<file path="config.mk">
export PLATFORM = sky130hd
export DESIGN_NAME = user_card_interface_regs
export DESIGN_NICKNAME = d
export VERILOG_FILES = /design/src/user_card_pkg.sv /design/src/card_clock_gen.sv /design/src/user_card_interface_regs.sv
export VERILOG_INCLUDE_DIRS = /design/src /design/src/src
export SDC_FILE = /design/constraint.sdc
export NUM_CORES = 1
export LEC_CHECK = 0
export ABC_AREA = 1
export BUFFER_PORTS_ARGS = -buffer_cell sky130_fd_sc_hd__buf_2
export CORE_AREA = 3 3 74 76
export CTS_CLUSTER_SIZE = 10
export DETAILED_ROUTE_END_ITERATION = 12
export DIE_AREA = 0 0 77 79
export PLACE_DENSITY = 0.82
export RECOVER_POWER = 100
export SYNTH_ARGS = -nofsm -noshare
export SYNTH_HDL_FRONTEND = slang
export SYNTH_SLANG_ARGS = --single-unit
</file>
<file path="constraint.sdc">
create_clock -name mclk -period 6 [get_ports mclk]
set_input_delay 0.9 -clock mclk [delete_from_list [all_inputs] [get_ports mclk]]
set_output_delay 0.9 -clock mclk [all_outputs]
set_load 0.01 [all_outputs]
</file>
<file path="src/user_card_map.svh">
// Register offsets, field positions, reset values and timing counts
// for the user card slot registers.
// Assumes the includer uses the types of user_card_pkg alongside.
`ifndef USER_CARD_MAP_SVH
`define USER_CARD_MAP_SVH

`define UC_STATUS_ADDR 8'h00
`define UC_SETTINGS_ADDR 8'h01
`define UC_CLOCK_ADDR 8'h02

`define ST_POWERED_BIT 7
`define ST_TOO_SOON_BIT 6
`define ST_MISSING_BIT 5
`define ST_OVERCURRENT_BIT 4
`define ST_INT_OSC_BIT 3
`define ST_INSERT_CHG_BIT 2
`define ST_PRESENT_BIT 1
`define ST_RAMP_FAULT_BIT 0

`define SET_SUPPLY_HI 7
`define SET_SUPPLY_LO 6
`define SET_CONNECT_BIT 5
`define SET_WARM_BIT 3
`define SET_POLARITY_BIT 2
`define SET_ACTIVATE_BIT 0

`define CLK_INT_OSC_BIT 7
`define CLK_LOW_BIT 6
`define CLK_HIGH_BIT 5
`define CLK_DIV_HI 4
`define CLK_DIV_LO 2

`define SUPPLY_RESET 2'b01
`define CONNECT_RESET 1'b1
`define WARM_RESET 1'b0
`define POLARITY_RESET 1'b0
`define ACTIVATE_RESET 1'b0
`define INT_OSC_RESET 1'b0
`define FORCE_LOW_RESET 1'b0
`define FORCE_HIGH_RESET 1'b0
`define DIV_RESET 3'b011

`define DIV_CODE_BY1 3'b000
`define DIV_CODE_BY2 3'b001
`define DIV_CODE_BY4 3'b010
`define DIV_CODE_BY5 3'b011

`define MCLK_KHZ 125000
`define INT_OSC_KHZ 1200
`define INT_OSC_HALF_CYCLES (`MCLK_KHZ / (2 * `INT_OSC_KHZ))
`define DATA_BLANK_CYCLES 3'd4

`endif

</file>
<file path="src/user_card_pkg.sv">
// Types shared by the user card slot register bank and its clock block.
// Assumes nothing beyond a SystemVerilog compiler.
package user_card_pkg;

	typedef enum logic [1:0] {
		MODE_ASYNC,
		MODE_SYNC1,
		MODE_SYNC2,
		MODE_MANUAL
	} op_mode_type;

	typedef enum logic [1:0] {
		SUPPLY_1V8,
		SUPPLY_3V0,
		SUPPLY_5V0
	} supply_level_type;

	typedef struct packed {
		logic internalOscSelect;
		logic clockForceLow;
		logic clockForceHigh;
		logic [2:0] clockDividerCode;
	} clock_cfg_type;

	typedef struct packed {
		logic answerTooSoon;
		logic answerMissing;
		logic overcurrent;
		logic supplyRampFault;
	} card_events_type;

	typedef struct packed {
		logic activateStart;
		logic deactivateStart;
		logic warmResetRequest;
	} seq_ctrl_type;

endpackage

</file>
<file path="src/card_clock_gen.sv">
// Card clock generator: divider, internal oscillator and level forcing.
// Assumes mclk is the input clock and rstSyncN is already synchronised.
`include "user_card_map.svh"

module card_clock_gen (
	input wire logic mclk,
	input wire logic rstSyncN,
	input wire user_card_pkg::clock_cfg_type cfg,
	input wire logic syncMode,
	input wire logic syncClockEnable,
	output logic cardClockOut,
	output logic internalOscActive
);

	localparam logic [5:0] OSC_HALF = 6'(`INT_OSC_HALF_CYCLES);

	logic [3:0] divCnt_r;
	logic [3:0] divCnt_nxt;
	logic [3:0] factor;
	logic [5:0] oscCnt_r;
	logic oscOut_r;
	logic level_r;
	logic level_nxt;
	logic useRaw;

	function automatic logic [3:0] divFactor(input logic [2:0] code);
		case (code)
			`DIV_CODE_BY1: divFactor = 4'h1;
			`DIV_CODE_BY2: divFactor = 4'h2;
			`DIV_CODE_BY4: divFactor = 4'h4;
			`DIV_CODE_BY5: divFactor = 4'h5;
			default: divFactor = 4'h8;
		endcase
	endfunction

	assign factor = divFactor(cfg.clockDividerCode);
	assign divCnt_nxt = (divCnt_r >= factor - 4'h1) ? 4'h0 : divCnt_r + 4'h1;

	always_ff @(posedge mclk or negedge rstSyncN)
	begin
		if (!rstSyncN)
			divCnt_r <= 4'h0;
		else
			divCnt_r <= divCnt_nxt;
	end

	// Free running so a switch to it needs no restart
	always_ff @(posedge mclk or negedge rstSyncN)
	begin
		if (!rstSyncN)
		begin
			oscCnt_r <= 6'h00;
			oscOut_r <= 1'b0;
		end
		else if (oscCnt_r >= OSC_HALF - 6'h01)
		begin
			oscCnt_r <= 6'h00;
			oscOut_r <= ~oscOut_r;
		end
		else
			oscCnt_r <= oscCnt_r + 6'h01;
	end

	always_comb
	begin
		level_nxt = 1'b0;
		if (syncMode)
		begin
			if (cfg.clockForceLow)
				level_nxt = 1'b0;
			else if (cfg.clockForceHigh && !syncClockEnable)
				level_nxt = 1'b1;
			else
				level_nxt = 1'b0;
		end
		else if (cfg.internalOscSelect)
			level_nxt = oscOut_r;
		else if (cfg.clockForceLow)
			level_nxt = 1'b0;
		else if (cfg.clockForceHigh)
			level_nxt = 1'b1;
		else
			level_nxt = divCnt_nxt < (factor >> 1);
	end

	always_ff @(posedge mclk or negedge rstSyncN)
	begin
		if (!rstSyncN)
			level_r <= 1'b0;
		else
			level_r <= level_nxt;
	end

	// Undivided paths cannot come from a flop, so mclk is muxed out
	always_comb
	begin
		useRaw = 1'b0;
		if (!rstSyncN)
			useRaw = 1'b0;
		else if (syncMode)
			useRaw = syncClockEnable && !cfg.clockForceLow;
		else
			useRaw = !cfg.internalOscSelect && !cfg.clockForceLow &&
				!cfg.clockForceHigh && (factor == 4'h1);
	end

	assign cardClockOut = useRaw ? mclk : level_r;
	assign internalOscActive = !syncMode && cfg.internalOscSelect;

endmodule

</file>
<file path="src/user_card_interface_regs.sv">
// User card slot registers: status, interface settings, clock settings.
// Assumes the serial control bus front end presents one-cycle read and
// write strobes with an 8-bit address, and that event inputs come from
// logic on mclk. Presence and data line pins are asynchronous.
`include "user_card_map.svh"

module user_card_interface_regs (
	input wire logic mclk,
	input wire logic rstn,
	input wire logic [7:0] regAddr,
	input wire logic regWrite,
	input wire logic regRead,
	input wire logic [7:0] regWdata,
	output logic [7:0] regRdata,
	input wire user_card_pkg::op_mode_type opMode,
	input wire logic syncClockEnable,
	input wire logic slotPoweredFlag,
	input wire user_card_pkg::card_events_type cardEvents,
	input wire logic warmResetStarted,
	input wire logic autoDeactivate,
	input wire logic presencePin,
	input wire logic hostDataLineIn,
	output logic hostDataLineOut,
	output logic hostDataLineOen_n,
	input wire logic cardDataLineIn,
	output logic cardDataLineOut,
	output logic cardDataLineOen_n,
	output logic cardClockOut,
	output user_card_pkg::supply_level_type cardSupplySelect,
	output user_card_pkg::seq_ctrl_type seqCtrl,
	output logic slotIrqSummary
);

	logic rstMeta_r;
	logic rstSyncN;
	logic [2:0] sync1_r;
	logic [2:0] sync2_r;
	logic [2:0] sync3_r;
	logic [2:0] filt_r;
	logic presenceSeen_r;
	logic presenceReady_r;
	logic cardPresentFlag;
	logic insertEdge;
	logic asyncMode;
	logic syncMode;
	logic statusRead;
	logic settingsWrite;
	logic clockWrite;
	logic answerTooSoonFlag;
	logic answerMissingFlag;
	logic overcurrentFlag;
	logic insertChangeFlag;
	logic supplyRampFaultFlag;
	logic internalOscActiveFlag;
	logic [1:0] cardSupplySelect_r;
	logic dataLineConnect_r;
	logic warmResetRequest_r;
	logic insertionPolarity_r;
	logic activateRequest_r;
	logic activateStart_r;
	logic deactivateStart_r;
	user_card_pkg::clock_cfg_type clockCfg_r;
	user_card_pkg::supply_level_type supply_r;
	logic driveCard_r;
	logic driveHost_r;
	logic [2:0] blank_r;
	logic [7:0] statusVal;
	logic [7:0] settingsVal;
	logic [7:0] clockVal;
	logic [7:0] regRdata_r;

	function automatic logic stickyNext(input logic cur, input logic set,
		input logic clr);
		// Set beats a clear in the same cycle
		stickyNext = set | (cur & ~clr);
	endfunction

	function automatic user_card_pkg::supply_level_type supplyDecode(
		input logic [1:0] code);
		case (code)
			2'b10: supplyDecode = user_card_pkg::SUPPLY_3V0;
			2'b11: supplyDecode = user_card_pkg::SUPPLY_5V0;
			default: supplyDecode = user_card_pkg::SUPPLY_1V8;
		endcase
	endfunction

	// Asynchronous assert, synchronous release
	always_ff @(posedge mclk or negedge rstn)
	begin
		if (!rstn)
		begin
			rstMeta_r <= 1'b0;
			rstSyncN <= 1'b0;
		end
		else
		begin
			rstMeta_r <= 1'b1;
			rstSyncN <= rstMeta_r;
		end
	end

	// Pins: {card data, host data, presence}; a change counts when
	// the second and third stages agree
	always_ff @(posedge mclk or negedge rstSyncN)
	begin
		if (!rstSyncN)
		begin
			sync1_r <= 3'h7;
			sync2_r <= 3'h7;
			sync3_r <= 3'h7;
			filt_r <= 3'h7;
		end
		else
		begin
			sync1_r <= {cardDataLineIn, hostDataLineIn, presencePin};
			sync2_r <= sync1_r;
			sync3_r <= sync2_r;
			filt_r <= (sync2_r & sync3_r) | (filt_r & (sync2_r ^ sync3_r));
		end
	end

	assign asyncMode = opMode == user_card_pkg::MODE_ASYNC;
	assign syncMode = opMode == user_card_pkg::MODE_SYNC1 ||
		opMode == user_card_pkg::MODE_SYNC2;
	assign statusRead = regRead && regAddr == `UC_STATUS_ADDR;
	assign settingsWrite = regWrite && regAddr == `UC_SETTINGS_ADDR;
	assign clockWrite = regWrite && regAddr == `UC_CLOCK_ADDR;

	assign cardPresentFlag = insertionPolarity_r ? filt_r[0] : ~filt_r[0];
	assign insertEdge = presenceReady_r && (filt_r[0] != presenceSeen_r);

	// Ready flag masks the first cycle after reset and each cycle after the stages disagree; a move of the filter off its reset value still counts
	always_ff @(posedge mclk or negedge rstSyncN)
	begin
		if (!rstSyncN)
		begin
			presenceSeen_r <= 1'b1;
			presenceReady_r <= 1'b0;
		end
		else
		begin
			presenceSeen_r <= filt_r[0];
			presenceReady_r <= sync2_r[0] == sync3_r[0];
		end
	end

	always_ff @(posedge mclk or negedge rstSyncN)
	begin
		if (!rstSyncN)
		begin
			answerTooSoonFlag <= 1'b0;
			answerMissingFlag <= 1'b0;
			overcurrentFlag <= 1'b0;
			insertChangeFlag <= 1'b0;
			supplyRampFaultFlag <= 1'b0;
		end
		else
		begin
			answerTooSoonFlag <= stickyNext(answerTooSoonFlag,
				cardEvents.answerTooSoon, statusRead);
			answerMissingFlag <= stickyNext(answerMissingFlag,
				cardEvents.answerMissing, statusRead);
			overcurrentFlag <= stickyNext(overcurrentFlag,
				cardEvents.overcurrent, statusRead);
			insertChangeFlag <= stickyNext(insertChangeFlag, insertEdge,
				statusRead);
			supplyRampFaultFlag <= stickyNext(supplyRampFaultFlag,
				cardEvents.supplyRampFault, statusRead);
		end
	end

	// Summary follows the sticky flags, so one status read clears it
	assign slotIrqSummary = answerTooSoonFlag | answerMissingFlag |
		overcurrentFlag | insertChangeFlag | supplyRampFaultFlag;

	always_ff @(posedge mclk or negedge rstSyncN)
	begin
		if (!rstSyncN)
		begin
			cardSupplySelect_r <= `SUPPLY_RESET;
			dataLineConnect_r <= `CONNECT_RESET;
			insertionPolarity_r <= `POLARITY_RESET;
		end
		else if (settingsWrite)
		begin
			cardSupplySelect_r <= regWdata[`SET_SUPPLY_HI:`SET_SUPPLY_LO];
			dataLineConnect_r <= regWdata[`SET_CONNECT_BIT];
			insertionPolarity_r <= regWdata[`SET_POLARITY_BIT];
		end
	end

	always_ff @(posedge mclk or negedge rstSyncN)
	begin
		if (!rstSyncN)
			supply_r <= user_card_pkg::SUPPLY_1V8;
		else
			supply_r <= supplyDecode(cardSupplySelect_r);
	end

	always_ff @(posedge mclk or negedge rstSyncN)
	begin
		if (!rstSyncN)
			warmResetRequest_r <= `WARM_RESET;
		else if (warmResetStarted)
			warmResetRequest_r <= 1'b0;
		else if (settingsWrite && asyncMode && regWdata[`SET_WARM_BIT])
			warmResetRequest_r <= 1'b1;
	end

	// Automatic deactivation wins over a write in the same cycle
	always_ff @(posedge mclk or negedge rstSyncN)
	begin
		if (!rstSyncN)
		begin
			activateRequest_r <= `ACTIVATE_RESET;
			activateStart_r <= 1'b0;
			deactivateStart_r <= 1'b0;
		end
		else
		begin
			activateStart_r <= 1'b0;
			deactivateStart_r <= 1'b0;
			if (autoDeactivate)
				activateRequest_r <= 1'b0;
			else if (settingsWrite && asyncMode)
			begin
				activateRequest_r <= regWdata[`SET_ACTIVATE_BIT];
				activateStart_r <= regWdata[`SET_ACTIVATE_BIT] &
					~activateRequest_r;
				deactivateStart_r <= ~regWdata[`SET_ACTIVATE_BIT] &
					activateRequest_r;
			end
		end
	end

	assign seqCtrl.activateStart = activateStart_r;
	assign seqCtrl.deactivateStart = deactivateStart_r;
	assign seqCtrl.warmResetRequest = warmResetRequest_r;
	assign cardSupplySelect = supply_r;

	always_ff @(posedge mclk or negedge rstSyncN)
	begin
		if (!rstSyncN)
		begin
			clockCfg_r.internalOscSelect <= `INT_OSC_RESET;
			clockCfg_r.clockForceLow <= `FORCE_LOW_RESET;
			clockCfg_r.clockForceHigh <= `FORCE_HIGH_RESET;
			clockCfg_r.clockDividerCode <= `DIV_RESET;
		end
		else if (clockWrite)
		begin
			clockCfg_r.internalOscSelect <= regWdata[`CLK_INT_OSC_BIT];
			clockCfg_r.clockForceLow <= regWdata[`CLK_LOW_BIT];
			clockCfg_r.clockForceHigh <= regWdata[`CLK_HIGH_BIT];
			clockCfg_r.clockDividerCode <= regWdata[`CLK_DIV_HI:`CLK_DIV_LO];
		end
	end

	card_clock_gen clockGen (
		.mclk(mclk),
		.rstSyncN(rstSyncN),
		.cfg(clockCfg_r),
		.syncMode(syncMode),
		.syncClockEnable(syncClockEnable),
		.cardClockOut(cardClockOut),
		.internalOscActive(internalOscActiveFlag)
	);

	// Open-drain repeater; the blanking gap stops our own pull-down
	// being seen through the synchronisers and echoed back
	always_ff @(posedge mclk or negedge rstSyncN)
	begin
		if (!rstSyncN)
		begin
			driveCard_r <= 1'b0;
			driveHost_r <= 1'b0;
			blank_r <= 3'h0;
		end
		else if (!dataLineConnect_r)
		begin
			driveCard_r <= 1'b0;
			driveHost_r <= 1'b0;
			blank_r <= 3'h0;
		end
		else if ((driveCard_r && filt_r[1]) || (driveHost_r && filt_r[2]))
		begin
			driveCard_r <= 1'b0;
			driveHost_r <= 1'b0;
			blank_r <= `DATA_BLANK_CYCLES;
		end
		else if (blank_r != 3'h0)
			blank_r <= blank_r - 3'h1;
		else if (!driveCard_r && !driveHost_r)
		begin
			driveCard_r <= ~filt_r[1];
			driveHost_r <= filt_r[1] & ~filt_r[2];
		end
	end

	assign cardDataLineOut = 1'b0;
	assign hostDataLineOut = 1'b0;
	assign cardDataLineOen_n = ~driveCard_r;
	assign hostDataLineOen_n = ~driveHost_r;

	always_comb
	begin
		statusVal = 8'h00;
		statusVal[`ST_POWERED_BIT] = slotPoweredFlag;
		statusVal[`ST_TOO_SOON_BIT] = answerTooSoonFlag;
		statusVal[`ST_MISSING_BIT] = answerMissingFlag;
		statusVal[`ST_OVERCURRENT_BIT] = overcurrentFlag;
		statusVal[`ST_INT_OSC_BIT] = internalOscActiveFlag;
		statusVal[`ST_INSERT_CHG_BIT] = insertChangeFlag;
		statusVal[`ST_PRESENT_BIT] = cardPresentFlag;
		statusVal[`ST_RAMP_FAULT_BIT] = supplyRampFaultFlag;
	end

	always_comb
	begin
		settingsVal = 8'h00;
		settingsVal[`SET_SUPPLY_HI:`SET_SUPPLY_LO] = cardSupplySelect_r;
		settingsVal[`SET_CONNECT_BIT] = dataLineConnect_r;
		settingsVal[`SET_WARM_BIT] = warmResetRequest_r;
		settingsVal[`SET_POLARITY_BIT] = insertionPolarity_r;
		settingsVal[`SET_ACTIVATE_BIT] = activateRequest_r;
		clockVal = 8'h00;
		clockVal[`CLK_INT_OSC_BIT] = clockCfg_r.internalOscSelect;
		clockVal[`CLK_LOW_BIT] = clockCfg_r.clockForceLow;
		clockVal[`CLK_HIGH_BIT] = clockCfg_r.clockForceHigh;
		clockVal[`CLK_DIV_HI:`CLK_DIV_LO] = clockCfg_r.clockDividerCode;
	end

	// Read data holds until the next read; unmapped reads return zero
	always_ff @(posedge mclk or negedge rstSyncN)
	begin
		if (!rstSyncN)
			regRdata_r <= 8'h00;
		else if (regRead)
		begin
			case (regAddr)
				`UC_STATUS_ADDR: regRdata_r <= statusVal;
				`UC_SETTINGS_ADDR: regRdata_r <= settingsVal;
				`UC_CLOCK_ADDR: regRdata_r <= clockVal;
				default: regRdata_r <= 8'h00;
			endcase
		end
	end

	assign regRdata = regRdata_r;

endmodule

</file>
Word-level counts from Yosys, hierarchy flattened
Cells that the tools add are included.
W data, S select, Z words.
- flip-flop bits (word level): 62
- input port bits: 33
- output and inout bits: 19
- word-level logic and storage cells: 150
- mux-type cells: 34
- add/subtract/negate cells: 4
- magnitude comparators: 3
- eq/ne operators: 15
- bitwise logic cells: 30
- reduce and logical (&&, ||, !) cells: 31
- operator list (kind ; number):
    $mux W1 ; 26
    $pmux W8 S3 ; 1
    $pmux W4 S4 ; 1
    $logic_and A1 B1 Y1 ; 15
    $mux W3 ; 3
    $not A1 Y1 ; 9
    $or A1 B1 Y1 ; 9
    $and A1 B1 Y1 ; 8
    $eq A8 B1 Y1 const B ; 1
    $eq A8 B2 Y1 const B ; 1
    $logic_not A8 Y1 ; 1
    $logic_not A1 Y1 ; 7
    $add A6 B1 Y6 const B ; 1
    $and A3 B3 Y3 ; 2
    $eq A2 B2 Y1 const B ; 3
    $eq A3 B2 Y1 const B ; 2
    $ge A6 B6 Y1 const B ; 1
    $mux W6 ; 1
    $ne A3 B1 Y1 const B ; 2
    $add A4 B1 Y4 const B ; 1
    $eq A4 B1 Y1 const B ; 1
    $ge A4 B4 Y1 ; 1
    $lt A4 B3 Y1 ; 1
    $mux W4 ; 1
    other kinds (16) ; 18

Longest topological paths before layout
- depth in word-level cells: 10
- depth in mapped cells: 21
- mapped depth without buffers: 21

Cells and area by module
From an unflattened synthesis, not the netlist that was laid out.
- cell total of the unflattened synthesis: 335
- area, all modules: 3026.7 um^2
- modules (own cells, without submodules) (module ; cells an instance ; seq. area each (um^2) ; area an instance (um^2) ; instances):
    user_card_interface_regs ; 233 ; 1272.5 ; 2229.6 ; 1
    card_clock_gen ; 102 ; 300.3 ; 797.0 ; 1

==> out/metrics.yaml <==
logic_synthesis:
  synthMuxAreaShare: 0.00392
  synth_top_family_by_area: "simple AND/OR/NAND/NOR gates"
  ys_warn_count: 0
  synth-adder-area-share: 0.0697
  synthSimpleGateAreaFrac: 0.186
  yosysSeqAreaShare: 0.547
  avgSynthCellArea_sq_um: 9.27
  ys_types: 32
  netlist_area_sq_mm: 0.00287
  synth_compound_area_frac: 0.0849
  ys_ff_latch: 62
  synth-xor-area-share: 0.0213
  synthCells: 310
floorplanning:
  die_height_microns: 79
  coreArea_sq_mm: 0.00479
  num_rows: 25
  io_pins: 52
  dieWidth_microns: 77
  initial_core_util: 0.600
  die_area_sq_mm: 0.00608
cts:
  cts_setup_buffers: 0
  clk-insertion-delay-late_ps: 340
  clk_pin_slew_ps: 60
  numCtsBuffers: 9
  h-tree-depth: 3
  cts_tree: "built"
  cts_resized: 0
  cts_root_buffer: "clkbuf_8"
  clockBufferDepth: 2
  holdBufCountCts: 0
global_routing:
  grt_pass1_wl_microns: 9720
  grt_start_max_net_pins: 40
  grt_overflow_total: 0
  grt_pass1_vias: 2259
  grt_antenna_before_repair: 0
  grt_usage: 0.206
setup_path:
  crit_arrival_ps: 3670
  reg2reg_to: "regRdata[0]$_DFFE_PN0P_"
  critPathKind: "clock port to primary output"
  setup.worst_path.end_class: "primary output"
  r2r_slack_ps: 3230
  rr_worst_depth: 1
  cp-start-kind: "clock port"
  crit_fanout: 8
  r2r_start: "rstSyncN$_DFF_PN0_"
  critPathRequiredTime_ps: 5100
pwr:
  p_leak_uw: 0.00176
  power_density_mw_per_mm2: 317
  max-vdd-ir-drop_uv: 207
timing:
  finalSetupTns_ps: 0
  relSlewSlack: -0.346
  finalSetupViolCount: 0
  skew_ps: 5.00
  rsz0062_at_grt: "no"
  worstMarginPinSlew_ps: 2020
  drv_slew: 40
  hold_violations: 0
  whs_ps: 336
cells_and_area:
  synthToLayoutAreaGrowth_pct: 16.6
  layout_common_cells: "nand2_1, inv_1, dfrtp_1, buf_2, nor2_1"
  drive_gt1_frac: 0.162
  final_common_cell: "nand2_1"
  antenna_cells: 0
  layout.nets: 414
routing:
  dr_total_vias: 2200
  drt_first_iter_violations: 95
  drt_first_pass_iters: 4
  drc: 0
  postRouteAntennaNets: 0
  viasPerCell: 5.03
  routedWlPerCell_microns: 12.8
  drt-total-wl_microns: 5590
place:
  gp_congestion: 0.817
  port_buffers: 48
  dp_hpwl_microns: 3970
status:
  violations: "max-capacitance violations, max-slew violations"
  run_status: "finished, violations left"
job:
  maxCapViolCount: 1
min_path:
  hp-class: "input port to asynchronous set/reset pin"
==> per-stage QoR <==
step	cell area, sq um	std cells	util	worst slack [ps]	total power [uW]
floorplan	2880	312	-	1950	595
global placement	3170	421	0.662	1850	631
detailed placement	3170	421	0.662	1850	641
CTS	3410	437	0.712	1430	1080
global route	3350	437	0.700	1360	1130
finish	3350	437	0.700	1430	1060
==> sequential cells by signal, indices dropped and copies added (netlist names), 2 cells and up <==
name,count
clockGen.divCnt_r,4
clockCfg_r,6
blank_r,3
sync1_r,3
cardSupplySelect,2
sync2_r,3
cardSupplySelect_r,2
regRdata,8
filt_r,3
sync3_r,3
clockGen.oscCnt_r,6
==> cell families after synthesis <==
kind of cell             after synthesis
buffers and inverters                 59
adder cells (fa/ha/maj)               16
flip-flops                            62
other                                  2
multiplexers                           1
AO/OA/AOI/OAI                         42
XOR/XNOR                               7
AND/OR/NAND/NOR                      121
==> worst max-delay path: stages <==
cell	delay, ps
clkbuf_8	160
clkbuf_8	170
inv_1	60
a31oi_1	90
clkbuf_1	190
==> synth_stat cells <==
| cell | count | area share |
|---|---|---|
| dfstp_2 | 17 | 0.16 |
| buf_4 | 5 | 0.013 |
| o211ai_1 | 2 | 0.0052 |
| a31oi_1 | 1 | 0.0022 |
| or2_1 | 1 | 0.0022 |
| mux2_2 | 1 | 0.0039 |
| o21a_1 | 1 | 0.0026 |
| nand3_1 | 10 | 0.017 |
| nor4_2 | 1 | 0.0044 |
| a32oi_1 | 1 | 0.0030 |
| dfrtp_1 | 45 | 0.39 |
| nor3b_1 | 2 | 0.0052 |
| clkbuf_1 | 2 | 0.0026 |
| ha_1 | 16 | 0.070 |
| inv_1 | 50 | 0.065 |
| conb_1 | 2 | 0.0026 |
| a21oi_1 | 9 | 0.016 |
| xnor2_1 | 3 | 0.0091 |
| o21bai_1 | 3 | 0.0078 |
| nor3_1 | 4 | 0.0070 |
| inv_2 | 2 | 0.0026 |
| nand2_1 | 71 | 0.093 |
| nand4_1 | 3 | 0.0065 |
| o21ai_0 | 17 | 0.030 |
| nor2_1 | 25 | 0.033 |
| o22ai_1 | 3 | 0.0065 |
| xor2_1 | 4 | 0.012 |
| o21ai_1 | 1 | 0.0017 |
| nor2_4 | 1 | 0.0039 |
| a21o_1 | 4 | 0.010 |
| or2_4 | 1 | 0.0030 |
| nor3_4 | 2 | 0.011 |
==> worst max path at each step <==
stage	cells past startpoint	endpoint	from
3_5_place_dp	3	cardClockOut	mclk
5_1_grt	5	cardClockOut	mclk
4_1_cts	5	cardClockOut	mclk
6_report	5	cardClockOut	mclk
2_1_floorplan	2	cardClockOut	mclk
3_3_place_gp	3	cardClockOut	mclk
==> cell type report <==
type                            count  area, sq um
Inverter                           51          191
Sequential cell                    62         1570
Clock buffer                       12          166
Tap cell                           67         83.8
Clock inverter                      6         81.3
Multi-Input combinational cell    191         1030
Fill cell                         374         1440
Timing Repair Buffer               48          218
==> routing by layer <==
metal / part of all wire / vias up / track usage
met4: 0.028 / 0 / 0.112
met1: 0.42 / 1026 / 0.238
met3: 0.070 / 18 / 0.0669
met2: 0.48 / 76 / 0.342
met5: 0 / - / 0
li1: - / 1080 / -
==> where the power goes <==
group / internal [uW] / switching, uW
Combinational: 62.0 / 87.4
Sequential: 451 / 22.3
Clock: 272 / 168
Power figures use the tool's default switching activity.
